--- src/hdl/bbx_cfg.svh ---
// constants for the byte and bit operation execute unit
`ifndef BBX_CFG_SVH
`define BBX_CFG_SVH

// opcode fields, upper six bits of byte-oriented words
`define BBX_ENC_ADD 6'h07
`define BBX_ENC_AND 6'h05
// opcode fields, upper four bits of bit-oriented words
`define BBX_ENC_BCLR 4'h4
`define BBX_ENC_BSET 4'h5
`define BBX_ENC_BTSZ 4'h6

// no-operation word: 00 0000 0xx0 0000
`define BBX_NOP_MASK 14'h3F9F
`define BBX_NOP_VAL 14'h0000

// field positions inside the instruction word
`define BBX_DEST_POS 7
`define BBX_BIT_LSB 7
`define BBX_ADDR_MSB 6

// file addresses whose operand is read from the pins
`define BBX_IO_ADDR_A 7'h05
`define BBX_IO_ADDR_B 7'h06

// reset values
`define BBX_ACC_RST 8'h00
`define BBX_FLAG_RST 1'h0

`endif

--- src/hdl/bbx_exec_dummy_guard.sv ---
// no logic of its own; nothing in here is instantiated
`timescale 1ns/1ps

--- src/hdl/bbx_pkg.sv ---
// types shared by the execute unit and its decoder
package bbx_pkg;

    typedef enum logic [2:0] {
        BBX_OP_NONE,
        BBX_OP_ADD,
        BBX_OP_AND,
        BBX_OP_BCLR,
        BBX_OP_BSET,
        BBX_OP_BTSZ,
        BBX_OP_NOP,
        BBX_OP_OTHER
    } bbx_op_t;

    typedef struct packed {
        bbx_op_t op;
        logic dest_file;
        logic [2:0] bit_sel;
        logic [6:0] addr;
    } bbx_dec_t;

    typedef struct packed {
        logic en;
        logic [6:0] addr;
        logic [7:0] data;
    } bbx_wr_t;

    typedef struct packed {
        logic s1_valid;
        logic s1_annul;
        bbx_dec_t s1;
        logic skip_pend;
        logic [7:0] acc;
        logic carry;
        logic digit_carry_flag;
        logic zero;
        bbx_wr_t wr;
        logic rd_en;
        logic skip;
        logic done;
        logic done_nop;
        logic foreign;
    } bbx_state_t;

endpackage : bbx_pkg

--- src/hdl/bbx_decode.sv ---
// instruction word decoder for the execute unit
`timescale 1ns/1ps
`include "bbx_cfg.svh"

module bbx_decode
    import bbx_pkg::*;
(
    input wire logic [13:0] instr,
    output bbx_dec_t dec
);

    always_comb begin
        dec = '0;
        dec.dest_file = instr[`BBX_DEST_POS];
        dec.bit_sel = instr[`BBX_BIT_LSB+2:`BBX_BIT_LSB];
        dec.addr = instr[`BBX_ADDR_MSB:0];
        if (instr[13:8] == `BBX_ENC_ADD) begin
            dec.op = BBX_OP_ADD;
        end else if (instr[13:8] == `BBX_ENC_AND) begin
            dec.op = BBX_OP_AND;
        end else if (instr[13:10] == `BBX_ENC_BCLR) begin
            dec.op = BBX_OP_BCLR;
        end else if (instr[13:10] == `BBX_ENC_BSET) begin
            dec.op = BBX_OP_BSET;
        end else if (instr[13:10] == `BBX_ENC_BTSZ) begin
            dec.op = BBX_OP_BTSZ;
        end else if ((instr & `BBX_NOP_MASK) == `BBX_NOP_VAL) begin
            dec.op = BBX_OP_NOP;
        end else begin
            // left to the rest of the core
            dec.op = BBX_OP_OTHER;
        end
    end

endmodule : bbx_decode

--- src/hdl/bbx_exec.sv ---
// byte add/and and bit clear/set/test execute unit
// Functional notes
// - the add word 00 0111 dfff ffff adds the accumulator to file register f (0..127) in one cycle and sets C, DC, Z.
// - on add and and, destination bit 0 sends the result to the accumulator and 1 writes it back to the file register.
// - the and word forms accumulator AND file register in one cycle and touches only the zero flag.
// - bit clear forces bit b (0..7) of the file register to zero in one cycle with all flags kept.
// - bit set forces bit b (0..7) of the file register to one in one cycle with all flags kept.
// - bit test skips the next instruction when bit b of the file register is zero and keeps all flags.
// - on a skip the already fetched instruction is dropped and executed as a no-operation, so the test takes two cycles.
// - a read-modify-write of a port register takes its operand from the pin levels, not the output latch.
`timescale 1ns/1ps
`include "bbx_cfg.svh"

module bbx_exec
    import bbx_pkg::*;
#(
    parameter logic [6:0] IO_ADDR_A = `BBX_IO_ADDR_A,
    parameter logic [6:0] IO_ADDR_B = `BBX_IO_ADDR_B
) (
    input wire logic clk,
    input wire logic rst,
    input wire logic instr_valid,
    input wire logic [13:0] instr,
    input wire logic [7:0] file_rdata,
    input wire logic [7:0] pin_rdata,
    output logic file_rd_en,
    output logic [6:0] file_rd_addr,
    output bbx_wr_t file_wr,
    output logic [7:0] acc,
    output logic carry,
    output logic digit_carry_flag,
    output logic zero,
    output logic skip,
    output logic done,
    output logic done_nop,
    output logic foreign
);

    ////////////////////////////////////////////////////////////////////////
    // decode and operand selection

    bbx_dec_t dec_in;
    bbx_state_t st;
    bbx_state_t next_st;
    logic is_port;
    logic [7:0] opnd;
    logic [7:0] bit_mask;
    logic [8:0] sum9;
    logic [4:0] half;
    logic [7:0] and_res;
    logic exec;

    bbx_decode u_decode (
        .instr(instr),
        .dec(dec_in)
    );

    assign exec = st.s1_valid && !st.s1_annul;
    assign is_port = (st.s1.addr == IO_ADDR_A) || (st.s1.addr == IO_ADDR_B);
    assign bit_mask = 8'h01 << st.s1.bit_sel;

    always_comb begin
        if (is_port) begin
            // pins, not latch: an input pin pulled low writes back a zero
            opnd = pin_rdata;
        end else if (st.wr.en && st.wr.addr == st.s1.addr) begin
            // the write issued last cycle lands only at the next edge
            opnd = st.wr.data;
        end else begin
            opnd = file_rdata;
        end
    end

    assign sum9 = {1'b0, st.acc} + {1'b0, opnd};
    assign half = {1'b0, st.acc[3:0]} + {1'b0, opnd[3:0]};
    assign and_res = st.acc & opnd;

    ////////////////////////////////////////////////////////////////////////
    // next state

    always_comb begin
        next_st = st;
        next_st.wr.en = 1'b0;
        next_st.skip = 1'b0;
        next_st.done = 1'b0;
        next_st.done_nop = 1'b0;
        next_st.foreign = 1'b0;
        if (st.s1_valid) begin
            next_st.done = 1'b1;
            next_st.done_nop = st.s1_annul;
        end
        if (exec) begin
            unique case (st.s1.op)
                BBX_OP_ADD: begin
                    next_st.carry = sum9[8];
                    next_st.digit_carry_flag = half[4];
                    next_st.zero = (sum9[7:0] == 8'h00);
                    if (st.s1.dest_file) begin
                        next_st.wr = '{en: 1'b1, addr: st.s1.addr, data: sum9[7:0]};
                    end else begin
                        next_st.acc = sum9[7:0];
                    end
                end
                BBX_OP_AND: begin
                    next_st.zero = (and_res == 8'h00);
                    if (st.s1.dest_file) begin
                        next_st.wr = '{en: 1'b1, addr: st.s1.addr, data: and_res};
                    end else begin
                        next_st.acc = and_res;
                    end
                end
                BBX_OP_BCLR: begin
                    next_st.wr = '{en: 1'b1, addr: st.s1.addr, data: opnd & ~bit_mask};
                end
                BBX_OP_BSET: begin
                    next_st.wr = '{en: 1'b1, addr: st.s1.addr, data: opnd | bit_mask};
                end
                BBX_OP_BTSZ: begin
                    next_st.skip = ((opnd & bit_mask) == 8'h00);
                end
                BBX_OP_OTHER: begin
                    next_st.foreign = 1'b1;
                end
                BBX_OP_NONE, BBX_OP_NOP: begin
                end
            endcase
        end
        // the fetch stream never stalls; each valid word moves into stage one
        if (instr_valid) begin
            next_st.s1_valid = 1'b1;
            next_st.s1 = dec_in;
            // the word fetched while a skip resolves becomes a no-operation
            next_st.s1_annul = next_st.skip || st.skip_pend;
            next_st.skip_pend = 1'b0;
        end else begin
            next_st.s1_valid = 1'b0;
            next_st.s1_annul = 1'b0;
            // a skip with a gap in the stream drops the next word that arrives
            next_st.skip_pend = next_st.skip || st.skip_pend;
        end
        next_st.rd_en = next_st.s1_valid && !next_st.s1_annul;
    end

    always_ff @(posedge clk) begin
        if (rst) begin
            st <= '0;
            st.acc <= `BBX_ACC_RST;
            st.carry <= `BBX_FLAG_RST;
            st.digit_carry_flag <= `BBX_FLAG_RST;
            st.zero <= `BBX_FLAG_RST;
        end else begin
            st <= next_st;
        end
    end

    ////////////////////////////////////////////////////////////////////////
    // outputs, all straight from the state register

    assign file_rd_en = st.rd_en;
    assign file_rd_addr = st.s1.addr;
    assign file_wr = st.wr;
    assign acc = st.acc;
    assign carry = st.carry;
    assign digit_carry_flag = st.digit_carry_flag;
    assign zero = st.zero;
    assign skip = st.skip;
    assign done = st.done;
    assign done_nop = st.done_nop;
    assign foreign = st.foreign;
endmodule : bbx_exec

--- config.mk ---
export PLATFORM = sky130hd
export DESIGN_NAME = bbx_exec
export DESIGN_NICKNAME = d
export VERILOG_FILES = /design/src/hdl/bbx_exec_dummy_guard.sv /design/src/hdl/bbx_pkg.sv /design/src/hdl/bbx_decode.sv /design/src/hdl/bbx_exec.sv
export VERILOG_INCLUDE_DIRS = /design/src /design/src/hdl
export SDC_FILE = /design/constraint.sdc
export NUM_CORES = 1
export LEC_CHECK = 0
export ABC_AREA = 1
export BUFFER_PORTS_ARGS = -buffer_cell sky130_fd_sc_hd__buf_4
export CAP_MARGIN = 15
export CORE_MARGIN = 2
export CORE_UTILIZATION = 30
export CTS_BUF_LIST = sky130_fd_sc_hd__clkbuf_16
export DETAILED_ROUTE_END_ITERATION = 8
export SKIP_LAST_GASP = 1
export SYNTH_ARGS = -nofsm -noshare
export SYNTH_HDL_FRONTEND = slang
export SYNTH_HIERARCHICAL = 1
export SYNTH_SLANG_ARGS = --single-unit
--- constraint.sdc ---
create_clock -name clk -period 3.92 [get_ports clk]
set_input_delay 0.588 -clock clk [delete_from_list [all_inputs] [get_ports clk]]
set_output_delay 0.588 -clock clk [all_outputs]
set_load 0.02 [all_outputs]
==> impl_metrics.env <==
export IMPL_synth_fa_ha_area_share_pct=3.58
export IMPL_endpoint="zero"
export IMPL_dr_first_iter_drc_count=177
export IMPL_die_y_um=110
export IMPL_synth_compound_area_share_pct=14.8
export IMPL_yosysTopAreaCell="dfxtp_1"
export IMPL_ys_warn_count=6
export IMPL_synth_fp_nets=548
export IMPL_cts_htree_levels=2
export IMPL_cts_root_buf="clkbuf_16"
export IMPL_n_antenna_cell=0
export IMPL_dr_pass1_iters=4
export IMPL_synth_xor_area_share_pct=1.04
export IMPL_syn_area_per_cell_um2=6.63
export IMPL_max_freq_mhz=304
export IMPL_clkPwrFrac_pct=35.6
export IMPL_slowest_delay_ps=410
export IMPL_top_usage_layer="met2"
export IMPL_powerDensity_nw_per_um2=334
export IMPL_final_layout_size_suffix_gt1_share_pct=21.9
export IMPL_crit_path_cell_trace="inv_2 -> nand3_1 -> nor3_1 -> nand2_1 -> nand3_1 -> and2_1 -> ha_1 -> inv_1 -> fa_1 -> nand3b_1 -> nand2_1 -> nand2_1 -> nand2_1 -> nand2_1 -> nand2_1 -> and2_1 -> nor2_1 -> nor3_1 -> nand3_1 -> a21oi_1"
export IMPL_crit_type="flip-flop to flip-flop"
export IMPL_port_buffers=71
export IMPL_drt_wl_total_um=9190
export IMPL_r2r_cells=20
export IMPL_critPathRequiredTime_ps=4150
export IMPL_yosysTopAreaCellShare_pct=29.2
export IMPL_dpl_worst_slack_ps=726
export IMPL_worst_pin_slew_ps=930
export IMPL_p_total_w=0.00128
export IMPL_finalClockSkew_ps=8.52
export IMPL_p_sw_share_pct=32.2
export IMPL_combPwrFrac_pct=21.9
export IMPL_r2r_start="file_rd_addr[5]"
export IMPL_post_cts_buffers=0
export IMPL_maxCapViolCount=0
export IMPL_synthMuxAreaShare_pct=0
export IMPL_grt_usage_pct=15.7
export IMPL_syn_area_um2=3360
export IMPL_crit_path_end_kind="flip-flop"
export IMPL_grt_use_met3_pct=1.96
export IMPL_fin_crit_ps=3290
export IMPL_period_share_pct=83.8
export IMPL_via_count=3194
export IMPL_dpl_hpwl_um=7210
export IMPL_start_util_pct=30.8
export IMPL_r2r_end="zero"
export IMPL_clkTransAtPathRegs_ps=80
export IMPL_critPathLaunch="file_rd_addr[5]"
export IMPL_layout_common_cells="nand2_1 (110), buf_4 (72), inv_1 (51)"
export IMPL_worstPathArrival_ps=3510
export IMPL_slowest_stage="fa_1"
export IMPL_cts_resized=0
export IMPL_die_w_um=110
export IMPL_ys_ff_latch=49
export IMPL_grt_util_met2_pct=25.8
export IMPL_critPathLaunchType="flip-flop"
export IMPL_yosysSeqAreaShare_pct=29.2
export IMPL_die_area_um2=12100
export IMPL_seqPwrFrac_pct=42.5
export IMPL_wl_per_cell_um=13.6
export IMPL_tns_ps=0
export IMPL_synth_simple_area_share_pct=32.9
export IMPL_cts_sinks=49
export IMPL_place_congestion=0.928
export IMPL_insertion_delay_ps=300
export IMPL_synth_top_family_by_area="simple AND/OR/NAND/NOR gates"
export IMPL_synth_cell_types=37
export IMPL_rsz0062_at_grt="false"
export IMPL_finalHoldViolations=0
export IMPL_hold_path_depth=2
export IMPL_antenna_found_initial=0
export IMPL_p_int_w=0.000870
export IMPL_rows=38
export IMPL_hold_buffers=0
export IMPL_core_um2=10900
export IMPL_r2r_slack_ps=630
export IMPL_crit_cells=20
export IMPL_status="finished, final reports clean"
export IMPL_ioPinCount=72
export IMPL_met1_usage_pct=21.3
export IMPL_nets=575
export IMPL_holdCritPathClass="flip-flop to flip-flop"
export IMPL_dp_cells=666
export IMPL_synth_area_leaders="dfxtp_1 (29%), nand2_1 (12%), buf_4 (9.6%)"
export IMPL_globalRouteOverflowTotal=0
export IMPL_fin_cells=674
export IMPL_setup_viol=0
export IMPL_cp_max_fo=20
export IMPL_finalMaxSlewViolations=0
export IMPL_worst_path_buf_inv=2
export IMPL_cp_common_cell="nand2_1"
export IMPL_syn2layout_area_growth_pct=14.6
export IMPL_cts_buffers=5
export IMPL_finalWorstSetupSlack_ps=634
export IMPL_drc=0
export IMPL_p_leak_nw=1.77
export IMPL_viasPerCell=4.74
export IMPL_grt_pass1_wl_um=14700
export IMPL_ant_nets=0
export IMPL_cts_tree="built"
export IMPL_switchingPower_w=0.000413
export IMPL_grt_pass1_vias=2979
export IMPL_clock_path_buffers=2
export IMPL_grt_max_degree=21
export IMPL_max_slew_margin_pct=37.8
export IMPL_peakVddDrop_mv=0.196
export IMPL_netlist_instances=506
export IMPL_final_common_cell="nand2_1"
export IMPL_crit_family="simple AND/OR/NAND/NOR gates"
==> power groups by stage <==
stage / logic, W / clock network [W] / registers (W)
3_3_place_gp: 0.000280 / 0 / 0.000557
5_1_grt: 0.000315 / 0.000481 / 0.000550
4_1_cts: 0.000282 / 0.000465 / 0.000546
6_report: 0.000281 / 0.000456 / 0.000546
2_1_floorplan: 0.000211 / 0 / 0.000554
3_5_place_dp: 0.000280 / 0 / 0.000558
==> cells in the mapped netlist <==
cell type,number
nand2_4,2
a21oi_1,29
o21ai_2,1
o21ai_1,7
buf_2,3
ha_1,8
nor2_2,4
nor4_1,2
or2_1,6
nand3_2,1
buf_6,2
xnor2_1,2
xor2_1,2
nor3_4,2
nor2_4,1
nand3_1,32
a31oi_1,6
o211ai_1,4
nand3_4,1
nor3_1,15
a311oi_1,1
inv_2,14
a22oi_1,1
clkbuf_1,4
inv_1,51
nor2_1,40
fa_1,1
and2_1,3
nand2_1,110
nor2_8,2
buf_4,43
nand3b_1,2
and3_1,1
o21ai_0,45
or2_2,4
nand2_2,5
dfxtp_1,49
==> worst min-delay path by stage <==
| stage | startpoint | to | slack (ps) |
|---|---|---|---|
| finish | st[48] | done | 460 |
| global placement | st[48] | done | 450 |
| floorplan | st[48] | done | 420 |
| global route | st[48] | done | 500 |
| detailed placement | st[48] | done | 460 |
| CTS | st[48] | done | 470 |
==> worst register-to-register path: cells and delay by family (launching register included) <==
| kind | cells | cell delay (ps) |
|---|---|---|
| fa+ha+maj | 2 | 650 |
| flops | 1 | 360 |
| simple gates | 15 | 1940 |
| compound gates | 1 | 120 |
| buf+inv | 2 | 160 |
==> final cells by class <==
type | instances | area, um2
Inverter | 65 | 244
Tap cell | 140 | 175
Sequential cell | 49 | 981
Clock buffer | 5 | 125
Fill cell | 1192 | 7040
Clock inverter | 3 | 25.0
Timing Repair Buffer | 72 | 541
Multi-Input combinational cell | 340 | 1760
==> logic make-up after synthesis <==
family,count (synthesis)
fa+ha+maj,9
flops,49
simple gates,233
compound gates,94
xor+xnor,4
buf+inv,117
==> state kept, by name (all words and copies together) (netlist names) <==
signal	cells
foreign	1
file_rd_en	1
st	10
file_wr	16
file_rd_addr	7
done	1
done_nop	1
carry	1
skip	1
digit_carry_flag	1
zero	1
acc	8
==> per-layer routing <==
layer / vias up / routed length (um)
li1: 1643 / -
met2: 89 / 4290
met1: 1451 / 4230
met5: - / 0
met4: 0 / 139
met3: 11 / 533
==> through the flow <==
stage	hold slack (ps)	area [um2]	util, %
after CTS	469	3850	35.3
after detailed placement	458	3700	34.0
after floorplan	421	3360	-
after global placement	453	3700	34.0
after global routing	502	3850	35.3
final	460	3850	35.3
No activity file was read; power rests on OpenSTA's default activity.
